`src/verilog/clock_ctrl_defs.vh`:
```
`ifndef CLOCK_CTRL_DEFS_VH
`define CLOCK_CTRL_DEFS_VH

// register byte offsets
`define OFF_FREQ_SELECT 7'h00
`define OFF_CPU_CTRL 7'h01
`define OFF_PCI_CTRL 7'h02
`define OFF_GFX_PERIPH_CTRL 7'h03

// frequency select byte field positions
`define FS_RESERVED_BIT 7
`define FS_CODE2_BIT 6
`define FS_CODE1_BIT 5
`define FS_CODE0_BIT 4
`define FS_SW_SELECT_BIT 3
`define FS_MEMORY_RATE_BIT 2
`define FS_CODE3_BIT 1
`define FS_PROC_MODE_BIT 0

// cpu control byte field positions
`define CPU_SPREAD_CENTER_BIT 7
`define CPU_SPREAD_ENABLE_BIT 6
`define CPU_SPREAD_BW_HI_BIT 5
`define CPU_SPREAD_BW_LO_BIT 4
`define CPU_SECONDARY_EN_BIT 3
`define CPU_MAIN_EN_BIT 2
`define CPU_STOP_HIZ_BIT 1
`define CPU_MULT_STRAP_BIT 0

// pci control byte field positions
`define PCI_DRIVE_BOOST_BIT 7
`define PCI_FREE_EN_BIT 6

// graphics and peripheral byte field positions
`define GFX_SEL48_BIT 7
`define GFX_USB48_EN_BIT 6
`define GFX_SEL_EN_BIT 5
`define GFX_SKEW_HI_BIT 4
`define GFX_SKEW_LO_BIT 3

// reset values of the writable parts
`define RST_SW_SELECT 1'b0
`define RST_CPU_CTRL_HI 7'h3F
`define RST_PCI_CTRL 8'h7F
`define RST_GFX_PERIPH_CTRL 8'h67

// command code marking a single byte access
`define CMD_BYTE_OP_BIT 7

// synchroniser depth before a strap is valid after reset release
`define STRAP_CAPTURE_CYCLE 2'h2

`endif

```
`src/verilog/bit_sync.v`:
```
// two flip-flop synchroniser for levels from outside the clock domain
module bit_sync #(
   parameter WIDTH = 1,
   parameter [WIDTH-1:0] INIT = {WIDTH{1'b0}}
) (
   // clock and reset
   input wire clk_sys,
   input wire sys_rst,
   // asynchronous levels in, synchronised levels out
   input wire [WIDTH-1:0] async_in,
   output wire [WIDTH-1:0] sync_out
);

   reg [WIDTH-1:0] meta_q;
   reg [WIDTH-1:0] sync_q;

   // first stage feeds only the second stage
   always @(posedge clk_sys) begin
      if (sys_rst) begin
         meta_q <= INIT;
         sync_q <= INIT;
      end else begin
         meta_q <= async_in;
         sync_q <= meta_q;
      end
   end

   assign sync_out = sync_q;

endmodule

```
`src/verilog/clock_gen_serial_control_regs.v`:
```
`include "clock_ctrl_defs.vh"

// Contract
// RL1 - bit 3 of byte 0 set lets the host write the frequency code
// RL2 - bit 3 clear makes frequency bits read-only, showing strapped values
// RL3 - frequency code bits 2..0 from byte 0 bits 6..4, bit 3 from bit 1
// RL4 - byte 0 bit 2 reads the strapped memory rate mode, unwritable
// RL5 - byte 0 bit 0 reads the strapped processor mode, unwritable
// RL6 - byte 1 bit 7 picks down or center spread, resets to zero
// RL7 - byte 1 bit 6 enables spread modulation, resets to one
// RL8 - byte 1 bits 5:4 form spread bandwidth code, both reset to one
// RL9 - per-output enable bits keep clock running at one, force low at zero
// RL10 - byte 1 bit 2 enables the main cpu pair, resets to one
// RL11 - byte 1 bit 1 picks cpu stop state in power-down, primary mode only
// RL12 - byte 1 bit 0 reads the strapped current multiplier, unwritable
// RL13 - byte 2 bit 7 boosts pci drive strength, resets to zero
// RL14 - byte 2 bits 6..0 enable free-running pci and pci clocks six..one
// RL15 - byte 3 bit 7 selects 24 or 48 MHz peripheral output, resets zero
// RL16 - byte 3 bits 4:3 form graphics skew code, both reset to zero
// RL17 - byte 3 bits 6,5,2,1,0 enable 48 MHz, selectable, graphics two..zero
// RL18 - command code with top bit set gives low seven bits as byte offset
// RL19 - reserved bit reads zero; new values apply once the host write ends
module clock_gen_serial_control_regs #(
   parameter [6:0] SLAVE_ADDR = 7'h69
) (
   // system clock and reset
   input wire clk_sys,
   input wire sys_rst,
   // serial link
   input wire smb_clk,
   input wire smb_data_in,
   output wire smb_data_out,
   output wire smb_data_oe_n,
   // strapping and power-down pins
   input wire [3:0] freq_code_strap,
   input wire memory_rate_strap,
   input wire processor_mode_strap,
   input wire current_multiplier_strap,
   input wire power_down_n,
   // frequency and spread controls
   output wire [3:0] freq_code,
   output wire spread_center,
   output wire spread_enable,
   output wire spread_bw_hi,
   output wire spread_bw_lo,
   // cpu clock controls
   output wire secondary_cpu_pair_en,
   output wire main_cpu_pair_en,
   output wire cpu_stop_hold,
   output wire cpu_stop_hiz,
   // pci clock controls
   output wire pci_drive_boost,
   output wire [6:0] pci_clock_en,
   // graphics and peripheral controls
   output wire selectable_peripheral_clock_48m,
   output wire usb48_clock_en,
   output wire selectable_peripheral_clock_en,
   output wire graphics_skew_hi,
   output wire graphics_skew_lo,
   output wire [2:0] graphics_clock_en
);

   localparam [4:0] ST_IDLE = 5'h01;
   localparam [4:0] ST_RECV = 5'h02;
   localparam [4:0] ST_ACK = 5'h04;
   localparam [4:0] ST_SEND = 5'h08;
   localparam [4:0] ST_RACK = 5'h10;

   wire [1:0] link_s;
   wire [7:0] pins_s;
   wire scl_s;
   wire sda_s;
   wire pd_n_s;

   reg scl_prev_q;
   reg sda_prev_q;
   reg [4:0] state_q;
   reg [3:0] bit_cnt_q;
   reg [1:0] byte_idx_q;
   reg [7:0] shift_q;
   reg rw_q;
   reg [6:0] off_q;
   reg [7:0] wr_data_q;
   reg wr_pend_q;
   reg commit_q;
   reg sda_drive_q;
   reg sda_out_q;
   reg nack_q;

   reg [1:0] strap_cnt_q;
   reg [3:0] strap_freq_q;
   reg mem_strap_q;
   reg proc_strap_q;
   reg mult_strap_q;
   reg sw_sel_q;
   reg [3:0] sw_freq_q;
   reg [7:1] cpu_ctrl_q;
   reg [7:0] pci_ctrl_q;
   reg [7:0] gfx_ctrl_q;
   reg [3:0] freq_code_q;
   reg cpu_stop_hold_q;
   reg cpu_stop_hiz_q;

   reg [7:0] rd_data;
   reg [3:0] freq_rd;

   wire scl_rise;
   wire scl_fall;
   wire start_det;
   wire stop_det;

   // synchronise the link pins
   bit_sync #(
      .WIDTH(2),
      .INIT(2'h3)
   ) u_link_sync (
      .clk_sys(clk_sys),
      .sys_rst(sys_rst),
      .async_in({smb_clk, smb_data_in}),
      .sync_out(link_s)
   );

   // synchronise straps and power-down
   bit_sync #(
      .WIDTH(8),
      .INIT(8'h80)
   ) u_pin_sync (
      .clk_sys(clk_sys),
      .sys_rst(sys_rst),
      .async_in({power_down_n, current_multiplier_strap, processor_mode_strap,
                 memory_rate_strap, freq_code_strap}),
      .sync_out(pins_s)
   );

   assign scl_s = link_s[1];
   assign sda_s = link_s[0];
   assign pd_n_s = pins_s[7];

   // link edge and condition detection on synchronised levels
   assign scl_rise = scl_s & ~scl_prev_q;
   assign scl_fall = ~scl_s & scl_prev_q;
   assign start_det = scl_s & scl_prev_q & sda_prev_q & ~sda_s;
   assign stop_det = scl_s & scl_prev_q & ~sda_prev_q & sda_s;

   // read data for the addressed byte
   always @* begin
      freq_rd = sw_sel_q ? sw_freq_q : strap_freq_q; // RL2
      rd_data = 8'h00;
      case (off_q)
         `OFF_FREQ_SELECT: begin
            rd_data[`FS_RESERVED_BIT] = 1'b0; // RL19
            rd_data[`FS_CODE2_BIT] = freq_rd[2]; // RL3
            rd_data[`FS_CODE1_BIT] = freq_rd[1];
            rd_data[`FS_CODE0_BIT] = freq_rd[0];
            rd_data[`FS_SW_SELECT_BIT] = sw_sel_q;
            rd_data[`FS_MEMORY_RATE_BIT] = mem_strap_q; // RL4
            rd_data[`FS_CODE3_BIT] = freq_rd[3];
            rd_data[`FS_PROC_MODE_BIT] = proc_strap_q; // RL5
         end
         `OFF_CPU_CTRL: begin
            rd_data = {cpu_ctrl_q, mult_strap_q}; // RL12
         end
         `OFF_PCI_CTRL: begin
            rd_data = pci_ctrl_q;
         end
         `OFF_GFX_PERIPH_CTRL: begin
            rd_data = gfx_ctrl_q;
         end
         default: begin
            rd_data = 8'h00;
         end
      endcase
   end

   // serial slave: byte write and byte read sequences
   always @(posedge clk_sys) begin
      if (sys_rst) begin
         scl_prev_q <= 1'b1;
         sda_prev_q <= 1'b1;
         state_q <= ST_IDLE;
         bit_cnt_q <= 4'h0;
         byte_idx_q <= 2'h0;
         shift_q <= 8'h00;
         rw_q <= 1'b0;
         off_q <= 7'h00;
         wr_data_q <= 8'h00;
         wr_pend_q <= 1'b0;
         commit_q <= 1'b0;
         sda_drive_q <= 1'b0;
         sda_out_q <= 1'b0;
         nack_q <= 1'b0;
      end else begin
         scl_prev_q <= scl_s;
         sda_prev_q <= sda_s;
         commit_q <= 1'b0;
         if (start_det) begin
            state_q <= ST_RECV;
            bit_cnt_q <= 4'h0;
            byte_idx_q <= 2'h0;
            sda_drive_q <= 1'b0;
            wr_pend_q <= 1'b0;
         end else if (stop_det) begin
            // a staged write takes effect only once the transfer ends
            state_q <= ST_IDLE;
            sda_drive_q <= 1'b0;
            commit_q <= wr_pend_q; // RL19
            wr_pend_q <= 1'b0;
         end else begin
            case (state_q)
               ST_IDLE: begin
                  sda_drive_q <= 1'b0;
               end
               ST_RECV: begin
                  if (scl_rise) begin
                     shift_q <= {shift_q[6:0], sda_s};
                     bit_cnt_q <= bit_cnt_q + 4'h1;
                  end else if (scl_fall && bit_cnt_q == 4'h8) begin
                     bit_cnt_q <= 4'h0;
                     case (byte_idx_q)
                        2'h0: begin
                           if (shift_q[7:1] == SLAVE_ADDR) begin
                              rw_q <= shift_q[0];
                              byte_idx_q <= 2'h1;
                              sda_drive_q <= 1'b1;
                              state_q <= ST_ACK;
                           end else begin
                              state_q <= ST_IDLE;
                           end
                        end
                        2'h1: begin
                           if (shift_q[`CMD_BYTE_OP_BIT]) begin
                              off_q <= shift_q[6:0]; // RL18
                              byte_idx_q <= 2'h2;
                              sda_drive_q <= 1'b1;
                              state_q <= ST_ACK;
                           end else begin
                              state_q <= ST_IDLE;
                           end
                        end
                        default: begin
                           wr_data_q <= shift_q;
                           wr_pend_q <= 1'b1;
                           sda_drive_q <= 1'b1;
                           state_q <= ST_ACK;
                        end
                     endcase
                  end
               end
               ST_ACK: begin
                  if (scl_fall) begin
                     if (rw_q) begin
                        shift_q <= rd_data;
                        sda_drive_q <= ~rd_data[7];
                        bit_cnt_q <= 4'h1;
                        state_q <= ST_SEND;
                     end else begin
                        sda_drive_q <= 1'b0;
                        state_q <= ST_RECV;
                     end
                  end
               end
               ST_SEND: begin
                  if (scl_fall) begin
                     if (bit_cnt_q == 4'h8) begin
                        sda_drive_q <= 1'b0;
                        state_q <= ST_RACK;
                     end else begin
                        sda_drive_q <= ~shift_q[6];
                        shift_q <= {shift_q[6:0], 1'b0};
                        bit_cnt_q <= bit_cnt_q + 4'h1;
                     end
                  end
               end
               ST_RACK: begin
                  if (scl_rise) begin
                     nack_q <= sda_s;
                  end else if (scl_fall) begin
                     if (nack_q) begin
                        state_q <= ST_IDLE;
                     end else begin
                        shift_q <= rd_data;
                        sda_drive_q <= ~rd_data[7];
                        bit_cnt_q <= 4'h1;
                        state_q <= ST_SEND;
                     end
                  end
               end
               default: begin
                  state_q <= ST_IDLE;
                  sda_drive_q <= 1'b0;
               end
            endcase
         end
      end
   end

   // register bank: strap capture after release, committed host writes
   always @(posedge clk_sys) begin
      if (sys_rst) begin
         strap_cnt_q <= 2'h0;
         strap_freq_q <= 4'h0;
         mem_strap_q <= 1'b0;
         proc_strap_q <= 1'b0;
         mult_strap_q <= 1'b0;
         sw_sel_q <= `RST_SW_SELECT;
         sw_freq_q <= 4'h0;
         cpu_ctrl_q <= `RST_CPU_CTRL_HI; // RL6 RL7 RL8 RL10
         pci_ctrl_q <= `RST_PCI_CTRL; // RL13
         gfx_ctrl_q <= `RST_GFX_PERIPH_CTRL; // RL15 RL16
      end else begin
         if (strap_cnt_q != 2'h3) begin
            strap_cnt_q <= strap_cnt_q + 2'h1;
         end
         if (strap_cnt_q == `STRAP_CAPTURE_CYCLE) begin
            strap_freq_q <= pins_s[3:0];
            mem_strap_q <= pins_s[4];
            proc_strap_q <= pins_s[5];
            mult_strap_q <= pins_s[6];
            sw_freq_q <= pins_s[3:0];
         end else if (commit_q) begin
            case (off_q)
               `OFF_FREQ_SELECT: begin
                  sw_sel_q <= wr_data_q[`FS_SW_SELECT_BIT];
                  if (wr_data_q[`FS_SW_SELECT_BIT]) begin
                     sw_freq_q <= {wr_data_q[`FS_CODE3_BIT], wr_data_q[`FS_CODE2_BIT],
                                   wr_data_q[`FS_CODE1_BIT], wr_data_q[`FS_CODE0_BIT]}; // RL1 RL3
                  end
               end
               `OFF_CPU_CTRL: begin
                  cpu_ctrl_q <= wr_data_q[7:1]; // RL12
               end
               `OFF_PCI_CTRL: begin
                  pci_ctrl_q <= wr_data_q; // RL14
               end
               `OFF_GFX_PERIPH_CTRL: begin
                  gfx_ctrl_q <= wr_data_q; // RL17
               end
               default: begin
                  sw_sel_q <= sw_sel_q;
               end
            endcase
         end
      end
   end

   // derived outputs: frequency code and cpu stop state in power-down
   always @(posedge clk_sys) begin
      if (sys_rst) begin
         freq_code_q <= 4'h0;
         cpu_stop_hold_q <= 1'b0;
         cpu_stop_hiz_q <= 1'b0;
      end else begin
         freq_code_q <= sw_sel_q ? sw_freq_q : strap_freq_q; // RL1 RL2
         cpu_stop_hold_q <= proc_strap_q & ~pd_n_s & ~cpu_ctrl_q[`CPU_STOP_HIZ_BIT]; // RL11
         cpu_stop_hiz_q <= proc_strap_q & ~pd_n_s & cpu_ctrl_q[`CPU_STOP_HIZ_BIT]; // RL11
      end
   end

   // open-drain data pin, enable low while pulling low
   assign smb_data_out = sda_out_q;
   assign smb_data_oe_n = ~sda_drive_q;

   // control outputs straight from the bank flops, frequency code and cpu stop state from the derived-output flops
   assign freq_code = freq_code_q;
   assign spread_center = cpu_ctrl_q[`CPU_SPREAD_CENTER_BIT]; // RL6
   assign spread_enable = cpu_ctrl_q[`CPU_SPREAD_ENABLE_BIT]; // RL7
   assign spread_bw_hi = cpu_ctrl_q[`CPU_SPREAD_BW_HI_BIT]; // RL8
   assign spread_bw_lo = cpu_ctrl_q[`CPU_SPREAD_BW_LO_BIT]; // RL8
   assign secondary_cpu_pair_en = cpu_ctrl_q[`CPU_SECONDARY_EN_BIT]; // RL9
   assign main_cpu_pair_en = cpu_ctrl_q[`CPU_MAIN_EN_BIT]; // RL10
   assign cpu_stop_hold = cpu_stop_hold_q;
   assign cpu_stop_hiz = cpu_stop_hiz_q;
   assign pci_drive_boost = pci_ctrl_q[`PCI_DRIVE_BOOST_BIT]; // RL13
   assign pci_clock_en = pci_ctrl_q[`PCI_FREE_EN_BIT:0]; // RL9 RL14
   assign selectable_peripheral_clock_48m = gfx_ctrl_q[`GFX_SEL48_BIT]; // RL15
   assign usb48_clock_en = gfx_ctrl_q[`GFX_USB48_EN_BIT]; // RL9 RL17
   assign selectable_peripheral_clock_en = gfx_ctrl_q[`GFX_SEL_EN_BIT]; // RL17
   assign graphics_skew_hi = gfx_ctrl_q[`GFX_SKEW_HI_BIT]; // RL16
   assign graphics_skew_lo = gfx_ctrl_q[`GFX_SKEW_LO_BIT]; // RL16
   assign graphics_clock_en = gfx_ctrl_q[2:0]; // RL17

endmodule
```
`config.mk`:
```
export PLATFORM = sky130hd
export DESIGN_NAME = clock_gen_serial_control_regs
export DESIGN_NICKNAME = d
export VERILOG_FILES = /design/src/verilog/bit_sync.v /design/src/verilog/clock_gen_serial_control_regs.v
export VERILOG_INCLUDE_DIRS = /design/src /design/src/verilog
export SDC_FILE = /design/constraint.sdc
export NUM_CORES = 1
export LEC_CHECK = 0
export BUFFER_PORTS_ARGS = -buffer_cell sky130_fd_sc_hd__buf_2
export CAP_MARGIN = 25
export CORE_MARGIN = 1.5
export CORE_UTILIZATION = 59
export CTS_CLUSTER_DIAMETER = 40
export DETAILED_ROUTE_END_ITERATION = 12
export GPL_ROUTABILITY_DRIVEN = 0
export PLACE_DENSITY = 0.81
export REMOVE_ABC_BUFFERS = 1
export SKIP_CTS_REPAIR_TIMING = 1
export SLEW_MARGIN = 10
export SYNTH_ARGS = -nofsm -noshare
export SYNTH_HDL_FRONTEND = slang
export SYNTH_SLANG_ARGS = --single-unit
```
`constraint.sdc`:
```
create_clock -name clk_sys -period 2.4 [get_ports clk_sys]
set_input_delay 0.48 -clock clk_sys [delete_from_list [all_inputs] [get_ports clk_sys]]
set_output_delay 0.48 -clock clk_sys [all_outputs]
set_load 0.05 [all_outputs]
```
### Yosys cells after proc, flatten, opt, wreduce, memory -nomap -nowiden

Cells that the tools add are included.
W data, S select, Z words.

| cells by class | value |
|---|---|
| mux-type cells | 56 |
| add/sub/neg operators | 2 |
| equal/unequal tests | 37 |
| reductions and logical operators | 28 |
| bitwise gates (word level) | 25 |

Operators by type and width:

| cell | count |
|---|---|
| $mux W4 | 16 |
| $mux W8 | 8 |
| $pmux W8 S4 | 2 |
| $mux W5 | 7 |
| $ne A2 B2 Y1 const B | 14 |
| $ne A4 B4 Y1 const B | 7 |
| $pmux W5 S5 | 1 |
| $reduce_and A7 Y1 | 3 |
| $pmux W4 S4 | 1 |
| $reduce_and A8 Y1 | 2 |
| $not A1 Y1 | 15 |
| $reduce_and A3 Y1 | 5 |
| $eq A7 B2 Y1 const B | 2 |
| $ne A3 B3 Y1 const B | 4 |
| $mux W1 | 11 |
| $reduce_and A11 Y1 | 1 |
| $and A1 B1 Y1 | 10 |
| $pmux W5 S2 | 1 |
| $reduce_and A10 Y1 | 1 |
| $reduce_and A9 Y1 | 1 |
| $mux W2 | 4 |
| $reduce_and A4 Y1 | 2 |
| $reduce_bool A2 Y1 | 4 |
| $eq A7 B1 Y1 const B | 1 |
| other kinds (22) | 25 |

| word-level totals | value |
|---|---|
| input port bits | 12 |
| register bits after elaboration | 104 |
| output and inout port bits | 30 |

### Logic depth before layout (Yosys ltp)

| depth | value |
|---|---|
| depth in word-level cells | 8 |
| depth in mapped cells | 8 |
| mapped depth without buffers | 7 |

### Cells and area by module

From an unflattened synthesis, not the netlist that was laid out.

| second synthesis, totals | value |
|---|---|
| cells, all modules | 495 |
| area, all modules | 4569.4 µm² |

Modules (own cells, without submodules):

| module | seq. area each (µm²) | instances | cells an instance | area an instance (µm²) |
|---|---|---|---|---|
| clock_gen_serial_control_regs | 1681.6 | 1 | 454 | 4026.4 |
| bit_sync at u_pin_sync | 320.3 | 1 | 33 | 437.9 |
| bit_sync at u_link_sync | 80.1 | 1 | 8 | 105.1 |

### Worst setup path before layout

OpenSTA, ideal clock, no wires.

| timing | value |
|---|---|
| path type | register to register |
| start point | register off_q[3] |
| end point | register cpu_ctrl_q[1] (netlist bit) |
| arrival | 1.889 ns |
| stages on the path, launching flop included | 6 |
| data required time | 2.280 ns |
| setup slack | 0.391 ns |
| setup time | 0.120 ns |
| buffers on the path | 1 |
| cells stage by stage | dfxtp_1 > or4_4 > nor4b_4 > nand3_2 > buf_2 > a211o_1 |

| between the ends | value |
|---|---|
| cells in the longest elaborated chain, start to end | 2 |

Ends and longest elaborated chain:

| what | line | RTL |
|---|---|---|
| from (decl) | clock_gen_serial_control_regs.v:82 | `reg [6:0] off_q;` |
| from (signal assigned) | clock_gen_serial_control_regs.v:232 | `off_q <= shift_q[6:0];` |
| $eq A7 B1 Y1 | clock_gen_serial_control_regs.v:321 | `case (off_q)` |
| $reduce_and A3 Y1 (no line) | n/a |  |
| to (signal assigned) | clock_gen_serial_control_regs.v:307 | `` cpu_ctrl_q <= `RST_CPU_CTRL_HI; `` |
| to (signal assigned) | clock_gen_serial_control_regs.v:330 | `cpu_ctrl_q <= wr_data_q[7:1];` |
| to (decl) | clock_gen_serial_control_regs.v:97 | `reg [7:1] cpu_ctrl_q;` |

No other way between the ends.
A chain may end at the register's enable or synchronous reset.

### Worst setup path after layout

| timing | value |
|---|---|
| start point | register state_q[4] |
| end point | register state_q[4] |

| between the ends | value |
|---|---|
| cells in the longest elaborated chain, start to end | 3 |

Ends and longest elaborated chain:

| what | line | RTL |
|---|---|---|
| from (decl) | clock_gen_serial_control_regs.v:77 | `reg [4:0] state_q;` |
| from (signal assigned) | clock_gen_serial_control_regs.v:180 | `state_q <= ST_IDLE;` |
| from (signal assigned) | clock_gen_serial_control_regs.v:197 | `state_q <= ST_RECV;` |
| from (signal assigned) | clock_gen_serial_control_regs.v:204 | `state_q <= ST_IDLE;` |
| $eq A5 B2 Y1 (tied with other cells) | clock_gen_serial_control_regs.v:209 | `case (state_q)` |
| $ne A2 B2 Y1 (no line) / $not A1 Y1 (equally long branches) | n/a |  |
| $reduce_and A8 Y1 (no line) | n/a |  |

Several ways; a longest one is shown, not always the timed one.

==> flow_metrics.env <==
export IMPL_yosysWarnings=0
export IMPL_drt_iter0_markers=315
export IMPL_status="finished, final reports clean"
export IMPL_clkTransAtPathRegs_ps=100
export IMPL_fp_dieW_um=90.8
export IMPL_cts_buffers=9
export IMPL_wirelength_mm=10.1
export IMPL_post_drt_wl_per_cell_um=16.3
export IMPL_worst_ep_arrival_time_ps=2550
export IMPL_route_detailed_drc=0
export IMPL_grt_start_max_net_pins=51
export IMPL_syn_cell_area_um2=4550
export IMPL_synth_edf_count=0
export IMPL_cts_tree="built"
export IMPL_path_cells="nor4b_1 -> a211oi_1 -> buf_4 -> o32ai_1 -> mux2_2 -> nor2_1"
export IMPL_required_ps=2710
export IMPL_htree_num_levels=3
export IMPL_critPathSlowestCell="o32ai_1"
export IMPL_leakagePower_nw=1.93
export IMPL_start_kind="flop"
export IMPL_grt_antenna_before_repair=0
export IMPL_dp_hpwl_mm=7.16
export IMPL_tns_ps=0
export IMPL_fp_coreArea_um2=7370
export IMPL_grt_pass1_wl_mm=16.5
export IMPL_grt_pass1_vias=3400
export IMPL_path_class="flop to flop"
export IMPL_slew_headroom=0.437
export IMPL_drive_gt1_frac=0.194
export IMPL_synth_distinct_cells=57
export IMPL_end_kind="flop"
export IMPL_vias=3582
export IMPL_worst_slack_ps=157
export IMPL_max_freq_mhz=446
export IMPL_nFillCells=593
export IMPL_insertedDiodeCount=0
export IMPL_yosysSeqAreaShare=0.458
export IMPL_synth_cells=481
export IMPL_hold_violations=0
export IMPL_ff2ff_setup_slack_ps=160
export IMPL_drv_slew=0
export IMPL_root_buffer="clkbuf_8"
export IMPL_rsz0062_at_grt="false"
export IMPL_syn_mean_instance_area_um2=9.45
export IMPL_cts_sinks=104
export IMPL_grt_usage=0.253
export IMPL_fin_crit_ps=2240
export IMPL_ir_drop_v=0.000480
export IMPL_initial_core_util=0.617
export IMPL_layout_nets=531
export IMPL_portBuffers=40
export IMPL_gr_total_overflow=0
export IMPL_slowest_delay_ps=590
export IMPL_io_pins=42
export IMPL_hold_class="primary input to flop"
export IMPL_firstDrtPassIters=5
export IMPL_powerDensity_nw_per_um2=601
export IMPL_area_growth_syn_to_layout_pct=11.1
export IMPL_worst_pin_slew_ps=833
export IMPL_rows=31
export IMPL_ant_nets=0
export IMPL_viasPerCell=5.79
export IMPL_crit_fanout=9
export IMPL_maxCapViolCount=0
export IMPL_fp_dieH_um=90.8
export IMPL_cts_buffer_depth=2
export IMPL_ys_flop_type="dfxtp_1"
export IMPL_dieArea_um2=8240
export IMPL_ys_seq_elements=104
export IMPL_period_share=0.935
export IMPL_post_place_ws_ps=201
export IMPL_synthArstFlopShare=0
export IMPL_setup_viol=0
export IMPL_clk_latency_ps=370
export IMPL_skew_ps=9.44
## where the power goes
part           switching, mW  internal (mW)
sequential            0.0178           1.76
combinational          0.112         0.0753
clock                  0.643          0.433
## worst paths after layout
| kind | end | cells after the start | start |
|---|---|---|---|
| setup / recovery | state_q[4]$_SDFFE_PP0P_ | 6 | state_q[4]$_SDFFE_PP0P_ |
| hold / removal | u_link_sync.meta_q[0]$_SDFF_PP1_ | 2 | smb_data_in |
| setup reg to reg | state_q[4]$_SDFFE_PP0P_ | 6 | state_q[4]$_SDFFE_PP0P_ |
| hold reg to reg | u_pin_sync.sync_out[7]$_SDFF_PP1_ | 1 | u_pin_sync.meta_q[7]$_SDFF_PP1_ |
## cell type report
type,count,area (um2),share of cell area
Sequential cell,104,2080,0.412
Clock buffer,10,138,0.0272
Inverter,15,56.3,0.0111
Tap cell,99,124,0.0245
Timing Repair Buffer,53,310,0.0614
Clock inverter,6,61.3,0.0121
Multi-Input combinational cell,332,2280,0.451
## synthesized netlist by cell type (all sizes together), types with 4 or more instances
library cell,number,area (um2)
o21ai,9,45.0
nand3,13,75.1
a211o,17,149
nand4b,6,67.6
nand2,24,92.6
inv,15,56.3
nor3,8,40.0
mux2,14,158
a211oi,9,67.6
clkbuf,19,71.3
mux2i,35,350
ha,4,50.1
nor2b,34,213
dfxtp,104,2080
a21oi,15,75.1
buf,11,57.6
nand2b,8,50.1
nor4,4,40.0
or3,5,31.3
nor2,71,267
or2,8,50.1
nor4b,7,82.6
## stage by stage
| stage | hold WS [ps] | power [mW] | utilization | std cells | cell area (um2) |
|---|---|---|---|---|---|
| 3_3_place_gp | 394 | 1.99 | 0.658 | 603 | 4850 |
| 2_1_floorplan | 389 | 1.92 | - | 451 | 4420 |
| 5_1_grt | 270 | 3.14 | 0.685 | 619 | 5050 |
| 6_report | 283 | 3.04 | 0.685 | 619 | 5050 |
| 4_1_cts | 274 | 3.05 | 0.685 | 619 | 5050 |
| 3_5_place_dp | 398 | 2.00 | 0.658 | 603 | 4850 |
## metal layers
metal	vias to the layer above	routed length (um)	share of wire	track usage
li1	1749	-	-	-
met1	1692	4530	0.45	0.337
met2	127	4740	0.47	0.411
met3	14	677	0.067	0.0606
met4	0	148	0.015	0.0703
met5	-	0	0	0
## sequential cells by signal, summed over array words and instances, names as in the netlist, 2 cells and up
name,flops
u_link_sync.meta_q,2
strap_cnt_q,2
shift_q,8
bit_cnt_q,4
state_q,5
u_pin_sync.sync_out,8
byte_idx_q,2
strap_freq_q,4
freq_code,4
u_pin_sync.meta_q,8
sw_freq_q,4
off_q,7
wr_data_q,8
pci_ctrl_q,8
u_link_sync.sync_out,2
cpu_ctrl_q,7
gfx_ctrl_q,8
## cell families after synthesis
| kind of cell | count (synthesis) | share of synthesized area |
|---|---|---|
| adder cells (fa/ha/maj) | 4 | 0.0110 |
| buffers and inverters | 45 | 0.0407 |
| AND/OR/NAND/NOR | 201 | 0.245 |
| other | 1 | 0.000825 |
| flip-flops | 104 | 0.458 |
| AO/OA/AOI/OAI | 70 | 0.110 |
| multiplexers | 52 | 0.127 |
| XOR/XNOR | 4 | 0.00771 |
## cell usage in the layout, fill, tap and decap left out, types with 2 or more instances in the layout
master    count
nand3b_1      2
xor2_1        3
inv_1        15
nor4_1        3
ha_1          4
o32ai_1       3
inv_6         3
a211oi_1      9
mux4_2        3
nor2b_1      34
clkbuf_8     10
or3_1         5
mux2_2       12
or2_2         8
buf_2        40
mux2i_1      35
nand3_1      11
nand3_2       2
mux2_1        2
a221oi_1      2
a21oi_1      15
nor4b_1       5
and3b_1       2
dfxtp_1     104
buf_4        12
nor3_1        8
o311ai_0      3
o21ai_0       8
and2_1        2
nor2_1       71
nor4bb_1      3
a211o_1      17
a22oi_1       3
nand2_1      23
nand2b_1      8
nand4b_1      5
## critical path: cells and delay by family, from the launching register on
| family | cells | cell delay (ps) |
|---|---|---|
| compound gates | 2 | 700 |
| buf+inv | 1 | 170 |
| flops | 1 | 520 |
| mux | 1 | 400 |
| simple gates | 2 | 390 |
No activity file was read; power rests on OpenSTA's default activity.
